===== src/sgcr_pkg.sv =====
// shared constants and carrier types for the global config register bank
package sgcr_pkg;
   localparam int NPORT = 3;
   localparam int ADDR_W = 8;
   localparam int DATA_W = 8;
   localparam int THR_W = 11;
   localparam int WIN_W = 26;

   localparam logic [ADDR_W-1:0] OFS_STORM_UPPER = 8'h06;
   localparam logic [ADDR_W-1:0] OFS_STORM_LOWER = 8'h07;
   localparam logic [ADDR_W-1:0] OFS_FACT_A = 8'h08;
   localparam logic [ADDR_W-1:0] OFS_FACT_B = 8'h09;
   localparam logic [ADDR_W-1:0] OFS_FACT_C = 8'h0a;
   localparam logic [ADDR_W-1:0] OFS_HOST_CLK = 8'h0b;
   localparam logic [ADDR_W-1:0] OFS_PRIO_LOW = 8'h0c;

   localparam int STORM_UPPER_LSB = 0;
   localparam int STORM_UPPER_W = 3;
   localparam logic [2:0] RST_STORM_UPPER = 3'h0;
   localparam logic [7:0] RST_STORM_LOWER = 8'h63;
   localparam logic [7:0] RST_FACT_A = 8'h00;
   localparam logic [7:0] RST_FACT_B = 8'h24;
   localparam logic [7:0] RST_FACT_C = 8'h35;

   localparam int HCLK_SEL_LSB = 6;
   localparam logic [1:0] RST_HCLK_SEL = 2'h2;
   // reserved low bits of the host clock register read 00,10,0,0
   localparam logic [5:0] HCLK_RSVD_VAL = 6'h08;

   localparam int PRIO_T3_LSB = 6;
   localparam int PRIO_T2_LSB = 4;
   localparam int PRIO_T1_LSB = 2;
   localparam int PRIO_T0_LSB = 0;
   localparam logic [7:0] RST_PRIO_LOW = 8'h50;

   localparam int BLOCK_BYTES = 64;
   localparam int CLK_KHZ = 125000;
   localparam int WIN_FAST_MS = 67;
   localparam int WIN_SLOW_MS = 500;
   localparam int WIN_FAST_CYC = WIN_FAST_MS * CLK_KHZ;
   localparam int WIN_SLOW_CYC = WIN_SLOW_MS * CLK_KHZ;

   typedef enum logic [1:0] {
      HCLK_31M25,
      HCLK_62M5,
      HCLK_125M,
      HCLK_UNDEF
   } sgcr_hclk_e;

   typedef struct packed {
      logic blk;
      logic bcast;
      logic slow_rate;
   } sgcr_port_evt_s;

   typedef struct packed {
      logic valid;
      logic [2:0] tag;
   } sgcr_tag_s;

   typedef struct packed {
      logic valid;
      logic hit;
      logic [1:0] prio;
   } sgcr_prio_s;
endpackage : sgcr_pkg


===== src/sgcr_storm_meter.sv =====
// per-port broadcast storm meter: window timer and block counter
`timescale 1ns/1ps
module sgcr_storm_meter
   import sgcr_pkg::*;
#(
   parameter int unsigned WIN_FAST = WIN_FAST_CYC,
   parameter int unsigned WIN_SLOW = WIN_SLOW_CYC
) (
   input wire logic clk_in,
   input wire logic srst_in,
   input wire sgcr_port_evt_s evt_in,
   input wire logic [THR_W-1:0] thr_in,
   output logic drop_out,
   output logic over_out
);
   logic [WIN_W-1:0] win_r;
   logic [WIN_W-1:0] win_nxt;
   logic [THR_W-1:0] cnt_r;
   logic [THR_W-1:0] cnt_nxt;
   logic drop_r;
   wire win_end = (win_r == '0);
   wire over = (cnt_r >= thr_in);
   wire bc_blk = evt_in.blk & evt_in.bcast;
   wire [WIN_W-1:0] reload = evt_in.slow_rate ?
      WIN_W'(WIN_SLOW - 1) : WIN_W'(WIN_FAST - 1);

   assign win_nxt = win_end ? reload : win_r - 1'b1;
   // window start clears the count, else each bcast block counts until it saturates at all ones
   assign cnt_nxt = win_end ? '0 :
      (bc_blk && cnt_r != '1) ? cnt_r + 1'b1 : cnt_r;

   always_ff @(posedge clk_in) begin
      if (srst_in) begin
         win_r <= '0;
         cnt_r <= '0;
         drop_r <= 1'b0;
      end else begin
         win_r <= win_nxt;
         cnt_r <= cnt_nxt;
         drop_r <= bc_blk & over & ~win_end;
      end
   end

   assign drop_out = drop_r;
   assign over_out = over & ~win_end;
endmodule : sgcr_storm_meter


===== src/sgcr_top.sv =====
// global config register bank: storm threshold, host clock, 802.1p remap
`timescale 1ns/1ps
module sgcr_top
   import sgcr_pkg::*;
#(
   parameter int unsigned WIN_FAST = WIN_FAST_CYC,
   parameter int unsigned WIN_SLOW = WIN_SLOW_CYC
) (
   input wire logic MCLK_IN,
   input wire logic SRST_IN,
   input wire logic [ADDR_W-1:0] REG_ADDR_IN,
   input wire logic REG_WR_IN,
   input wire logic [DATA_W-1:0] REG_WDATA_IN,
   input wire logic REG_RD_IN,
   output logic [DATA_W-1:0] REG_RDATA_OUT,
   output logic REG_RVALID_OUT,
   input wire sgcr_pkg::sgcr_port_evt_s [NPORT-1:0] PORT_EVT_IN,
   output logic [NPORT-1:0] STORM_DROP_OUT,
   output logic [NPORT-1:0] STORM_OVER_OUT,
   output logic [THR_W-1:0] STORM_THR_OUT,
   output sgcr_pkg::sgcr_hclk_e HOST_CLK_SEL_OUT,
   output logic [2:0] HOST_CLK_DIV_OUT,
   input wire sgcr_pkg::sgcr_tag_s TAG_IN,
   output sgcr_pkg::sgcr_prio_s PRIO_OUT
);
   import sgcr_pkg::*;

   function automatic logic hit(input logic [ADDR_W-1:0] a,
                                input logic [ADDR_W-1:0] o);
      hit = (a == o);
   endfunction : hit

   logic [STORM_UPPER_W-1:0] storm_upper_r;
   logic [7:0] storm_lower_r;
   logic [1:0] hclk_sel_r;
   logic [7:0] prio_low_r;
   logic [DATA_W-1:0] rdata_r;
   logic rvalid_r;
   sgcr_prio_s prio_r;
   sgcr_prio_s prio_nxt;
   logic [DATA_W-1:0] rdata_nxt;

   wire wr_upper = REG_WR_IN & hit(REG_ADDR_IN, OFS_STORM_UPPER);
   wire wr_lower = REG_WR_IN & hit(REG_ADDR_IN, OFS_STORM_LOWER);
   wire wr_hclk = REG_WR_IN & hit(REG_ADDR_IN, OFS_HOST_CLK);
   wire wr_prio = REG_WR_IN & hit(REG_ADDR_IN, OFS_PRIO_LOW);

   // factory-test registers are constants; writes have no path
   wire [DATA_W-1:0] rd_upper = {5'h00, storm_upper_r};
   wire [DATA_W-1:0] rd_hclk = {hclk_sel_r, HCLK_RSVD_VAL};

   assign rdata_nxt =
      hit(REG_ADDR_IN, OFS_STORM_UPPER) ? rd_upper :
      hit(REG_ADDR_IN, OFS_STORM_LOWER) ? storm_lower_r :
      hit(REG_ADDR_IN, OFS_FACT_A) ? RST_FACT_A :
      hit(REG_ADDR_IN, OFS_FACT_B) ? RST_FACT_B :
      hit(REG_ADDR_IN, OFS_FACT_C) ? RST_FACT_C :
      hit(REG_ADDR_IN, OFS_HOST_CLK) ? rd_hclk :
      hit(REG_ADDR_IN, OFS_PRIO_LOW) ? prio_low_r : 8'h00;

   always_ff @(posedge MCLK_IN) begin
      if (SRST_IN) begin
         storm_upper_r <= RST_STORM_UPPER;
         storm_lower_r <= RST_STORM_LOWER;
         hclk_sel_r <= RST_HCLK_SEL;
         prio_low_r <= RST_PRIO_LOW;
      end else begin
         if (wr_upper) begin
            storm_upper_r <= REG_WDATA_IN[STORM_UPPER_LSB +: STORM_UPPER_W];
         end
         if (wr_lower) begin
            storm_lower_r <= REG_WDATA_IN;
         end
         if (wr_hclk) begin
            hclk_sel_r <= REG_WDATA_IN[HCLK_SEL_LSB +: 2];
         end
         if (wr_prio) begin
            prio_low_r <= REG_WDATA_IN;
         end
      end
   end

   always_ff @(posedge MCLK_IN) begin
      if (SRST_IN) begin
         rdata_r <= '0;
         rvalid_r <= 1'b0;
      end else begin
         rvalid_r <= REG_RD_IN;
         if (REG_RD_IN) begin
            rdata_r <= rdata_nxt;
         end
      end
   end

   assign REG_RDATA_OUT = rdata_r;
   assign REG_RVALID_OUT = rvalid_r;

   // 11-bit threshold, upper bits from 0x06
   wire [THR_W-1:0] storm_thr = {storm_upper_r, storm_lower_r};
   assign STORM_THR_OUT = storm_thr;

   genvar gp;
   generate
      for (gp = 0; gp < NPORT; gp++) begin : g_port
         sgcr_storm_meter #(
            .WIN_FAST(WIN_FAST),
            .WIN_SLOW(WIN_SLOW)
         ) u_meter (
            .clk_in(MCLK_IN),
            .srst_in(SRST_IN),
            .evt_in(PORT_EVT_IN[gp]),
            .thr_in(storm_thr),
            .drop_out(STORM_DROP_OUT[gp]),
            .over_out(STORM_OVER_OUT[gp])
         );
      end
   endgenerate

   // host clock select and divide from the 125 MHz core clock
   assign HOST_CLK_SEL_OUT = sgcr_hclk_e'(hclk_sel_r);
   assign HOST_CLK_DIV_OUT =
      (hclk_sel_r == 2'h0) ? 3'h4 :
      (hclk_sel_r == 2'h1) ? 3'h2 : 3'h1;

   // 802.1p remap for tags 0..3; tags 4..7 report no hit
   always_comb begin
      prio_nxt = '0;
      prio_nxt.valid = TAG_IN.valid;
      case (TAG_IN.tag)
         3'h3: begin
            prio_nxt.hit = 1'b1;
            prio_nxt.prio = prio_low_r[PRIO_T3_LSB +: 2];
         end
         3'h2: begin
            prio_nxt.hit = 1'b1;
            prio_nxt.prio = prio_low_r[PRIO_T2_LSB +: 2];
         end
         3'h1: begin
            prio_nxt.hit = 1'b1;
            prio_nxt.prio = prio_low_r[PRIO_T1_LSB +: 2];
         end
         3'h0: begin
            prio_nxt.hit = 1'b1;
            prio_nxt.prio = prio_low_r[PRIO_T0_LSB +: 2];
         end
         default: begin
            prio_nxt.hit = 1'b0;
            prio_nxt.prio = 2'h0;
         end
      endcase
   end

   always_ff @(posedge MCLK_IN) begin
      if (SRST_IN) begin
         prio_r <= '0;
      end else begin
         prio_r <= prio_nxt;
      end
   end

   assign PRIO_OUT = prio_r;
endmodule : sgcr_top


===== config.mk =====
export PLATFORM = sky130hd
export DESIGN_NAME = sgcr_top
export DESIGN_NICKNAME = d
export VERILOG_FILES = /design/src/sgcr_pkg.sv /design/src/sgcr_storm_meter.sv /design/src/sgcr_top.sv
export SDC_FILE = /design/constraint.sdc
export NUM_CORES = 1
export LEC_CHECK = 0
export BUFFER_PORTS_ARGS = -buffer_cell sky130_fd_sc_hd__clkbuf_2
export CAP_MARGIN = 20
export CORE_UTILIZATION = 55
export CTS_CLUSTER_SIZE = 14
export DETAILED_ROUTE_END_ITERATION = 8
export GPL_TIMING_DRIVEN = 0
export PLACE_DENSITY = 0.79
export SYNTH_ARGS = -nofsm -noshare
export SYNTH_HDL_FRONTEND = slang
export SYNTH_SLANG_ARGS = --single-unit

===== constraint.sdc =====
create_clock -name MCLK_IN -period 3.7 [get_ports MCLK_IN]
set_input_delay 0.74 -clock MCLK_IN [delete_from_list [all_inputs] [get_ports MCLK_IN]]
set_output_delay 0.74 -clock MCLK_IN [all_outputs]
set_load 0.01 [all_outputs]

==> results.ini <==
[floorplan]
die-area_mm2=0.0138
std_cell_rows=41
start_util_pct=57.4
fp.coreArea_mm2=0.0128
die_y_um=118
die_w_um=118
ios=68

[place]
dp_hpwl_mm=12.5
placed_area_mm2=0.00791
port_buffers=66
routabilityCongestion=0.875
place_ws_ns=0.225

[clock_network]
clock_path_buffers=2
numCtsBuffers=17
clk_pin_slew_ns=0.06
cts_sinks=148
clk_latency_ns=0.43
cts_tree=built
cts_max_level=4
hold_buffers=0
cts_root_buffer=clkbuf_16

[yosys]
synth_top_cell_area_share_pct=40.3
synth_nets=925
synth.largest_area_cell=dfxtp_1
ys_warn_count=0
synth.area.top_cells=dfxtp_1, ha_1, xnor2_1, nor2_1, a21oi_1
synthArstFlopShare_pct=0
synth-edff-count=0
syn_area_per_cell_um2=8.63
synth_area_mm2=0.00736
netlist_instances=853
ys_seq_area_share_pct=40.3
synth_ff_type=dfxtp_1
synth-seq-cells=148
synth_cell_types=66

[power_and_ir_drop]
p_sw_w=0.00249
p_seq_share_pct=34.8
p_clk_share_pct=26.6
swShare_pct=36.8
p_int_w=0.00428
ir_worst_vdd_uv=409
p_per_area_mw_per_mm2=784
leakagePower_nw=3.41
share_comb_of_total_power_pct=38.6

[route]
drtIter0Drc=553
drc=0
dr.pass1.iters=5
ant_nets=0
wire_per_inst_um=15.9
wl_mm=18.0
vias=6496
vias_per_cell=5.75

[critical_path]
crit_path_cell_trace=or4_4, buf_6, or4_4, buf_6, or3_4, and2_1, buf_4, clkbuf_2
cp_top_family=simple AND/OR/NAND/NOR gates
crit_type=reg -> out
r2r_end=g_port[0].u_meter.cnt_r[5]
startpoint_type=register
worst-path-buf-inv=4
critPathCaptureType=primary output
crit_fanout=8
reg2reg_depth=9
r2r_start=g_port[0].u_meter.win_r[0]
crit_arrival_ns=2.89
max_stage_delay_ns=0.53
critical_path_required_ns=2.96
critPathSlowestCell=or4_4
reg2reg_slack_ns=0.91

[timing]
fmax_mhz=275
fin_crit_ns=3.63
post-route-period-util_pct=98.2
setup_violations=0
setup_ws_ns=0.0654
slew_violations=0
finalHoldViolations=0
worst_pin_slew_ns=0.918
setup_tns_ns=0
fin_skew_ns=0.00753
relSlewSlack_pct=38.2

[worst_hold_path]
hp-start=g_port[2].u_meter.win_r[0]
min_path_type=reg -> reg
whs_path_depth=1
whs_endpoint=g_port[2].u_meter.win_r[0]

[layout]
drive_above_1_share_pct=15.4
final_area_mm2=0.00864
areaGrowthSynthToFinish_pct=17.3
antenna_cells=0
nets=1017

[global_route]
grt_pass1_vias=5979
grt_use_total_pct=26.6
grt_max_degree=17
antenna_found_initial=0
grt_pass1_wl_mm=29.2
grt_overflow=0

[outcome]
status=completed

[job]
drv_cap=0

## power by group through the flow
stage / clock [W] / sequential (W) / combinational [W]
after global routing: 0.00189 / 0.00241 / 0.00290
after floorplan: 0 / 0.00228 / 0.00196
after detailed placement: 0 / 0.00235 / 0.00236
after global placement: 0 / 0.00234 / 0.00232
after CTS: 0.00182 / 0.00233 / 0.00244
final: 0.00180 / 0.00235 / 0.00261
## layout by cell type (no fill, tap or decap), drive strengths merged, types with 6 or more instances in the layout
| cell type | Yosys | final |
|---|---|---|
| a211o | 8 | 8 |
| a21oi | 62 | 62 |
| a221oi | 6 | 6 |
| a31oi | 12 | 12 |
| and2 | 10 | 10 |
| buf | 11 | 20 |
| clkbuf | 24 | 112 |
| dfxtp | 148 | 148 |
| ha | 39 | 39 |
| inv | 30 | 30 |
| mux2i | 13 | 13 |
| nand2 | 66 | 66 |
| nand2b | 10 | 10 |
| nand3 | 25 | 25 |
| nand4 | 14 | 14 |
| nor2 | 115 | 115 |
| nor2b | 8 | 8 |
| nor3 | 35 | 35 |
| nor3b | 7 | 7 |
| nor4 | 27 | 27 |
| o21ai | 19 | 19 |
| o31ai | 8 | 8 |
| or2 | 7 | 7 |
| or3 | 7 | 7 |
| or4 | 15 | 15 |
| xnor2 | 54 | 54 |
| xor2 | 20 | 20 |
## Yosys cell counts, types with 13 or more instances
library cell	instances
o21ai_0	19
ha_1	39
nand2_1	66
clkbuf_1	24
a21oi_1	60
nor4_1	24
or4_1	15
mux2i_1	13
dfxtp_1	148
inv_1	30
nand4_1	14
nor2_1	115
xnor2_1	54
nand3_1	25
xor2_1	20
nor3_1	35
## cell type report
class	instances	area, um^2
timing repair buffer	75	398
multi-input combinational	640	4150
buffer	33	170
clock inverter	8	121
clock buffer	24	502
tap	172	215
fill	1037	4190
sequential	148	2970
inverter	30	113
## layer usage
| layer | track usage (%) | up-vias | part of all wire [%] | wire length, um |
|---|---|---|---|---|
| met5 | 0 | - | 0 | 0 |
| met4 | 11.5 | 0 | 2.1 | 383 |
| met3 | 6.83 | 36 | 6.2 | 1110 |
| met2 | 42.4 | 195 | 46 | 8350 |
| met1 | 34.0 | 3044 | 45 | 8120 |
| li1 | - | 3221 | - | - |
## registers in the layout, summed over array words and instances, names as in the netlist
name	cells
HOST_CLK_SEL_OUT	2
PRIO_OUT	4
REG_RDATA_OUT	8
REG_RVALID_OUT	1
g_port.u_meter.cnt_r	33
g_port.u_meter.drop_out	3
g_port.u_meter.win_r	78
prio_low_r	8
storm_lower_r	8
storm_upper_r	3
## cells by family (layout without fill, tap and decap cells)
logic type	Yosys count	in the layout	synth area share (%)
AND/OR/NAND/NOR	365	365	25.3
AO/OA/AOI/OAI	146	146	12.6
multiplexers	16	16	2.53
flip-flops	148	148	40.3
adder cells (fa/ha/maj)	39	39	6.63
buffers and inverters	65	170	3.86
XOR/XNOR	74	74	8.81
## worst max-delay path by stage
stage,depth (start not counted),startpoint,to
global placement,11,g_port[2].u_meter.win_r[0],STORM_OVER_OUT[2]
CTS,9,g_port[2].u_meter.win_r[6],STORM_OVER_OUT[2]
floorplan,10,g_port[2].u_meter.win_r[0],STORM_OVER_OUT[2]
finish,8,g_port[2].u_meter.win_r[8],STORM_OVER_OUT[2]
global route,9,g_port[0].u_meter.win_r[0],STORM_OVER_OUT[0]
detailed placement,11,g_port[2].u_meter.win_r[0],STORM_OVER_OUT[2]
## timing repair
item	CTS	global route
buffers inserted	1	8
pin swaps	0	3
cloned	0	0
endpoints found under the setup margin	2	3
gates resized for setup	3	13
## stage by stage
stage	std cells	util (%)	power, W	hold slack (ns)
final	1130	67.3	0.00677	0.438
after global routing	1130	67.3	0.00719	0.467
after CTS	1123	66.6	0.00659	0.476
after detailed placement	1091	61.6	0.00471	0.465
after global placement	1091	61.6	0.00466	0.454
after floorplan	853	-	0.00423	0.444
## worst reg2reg max path, delay by kind of cell (launching register included)
| kind | cells | cell delay (ns) |
|---|---|---|
| flip-flops | 1 | 0.33 |
| buffers and inverters | 3 | 0.64 |
| adder cells (fa/ha/maj) | 1 | 0.18 |
| AND/OR/NAND/NOR | 5 | 1.50 |
Note: power is estimated with default switching activity, not from simulation.
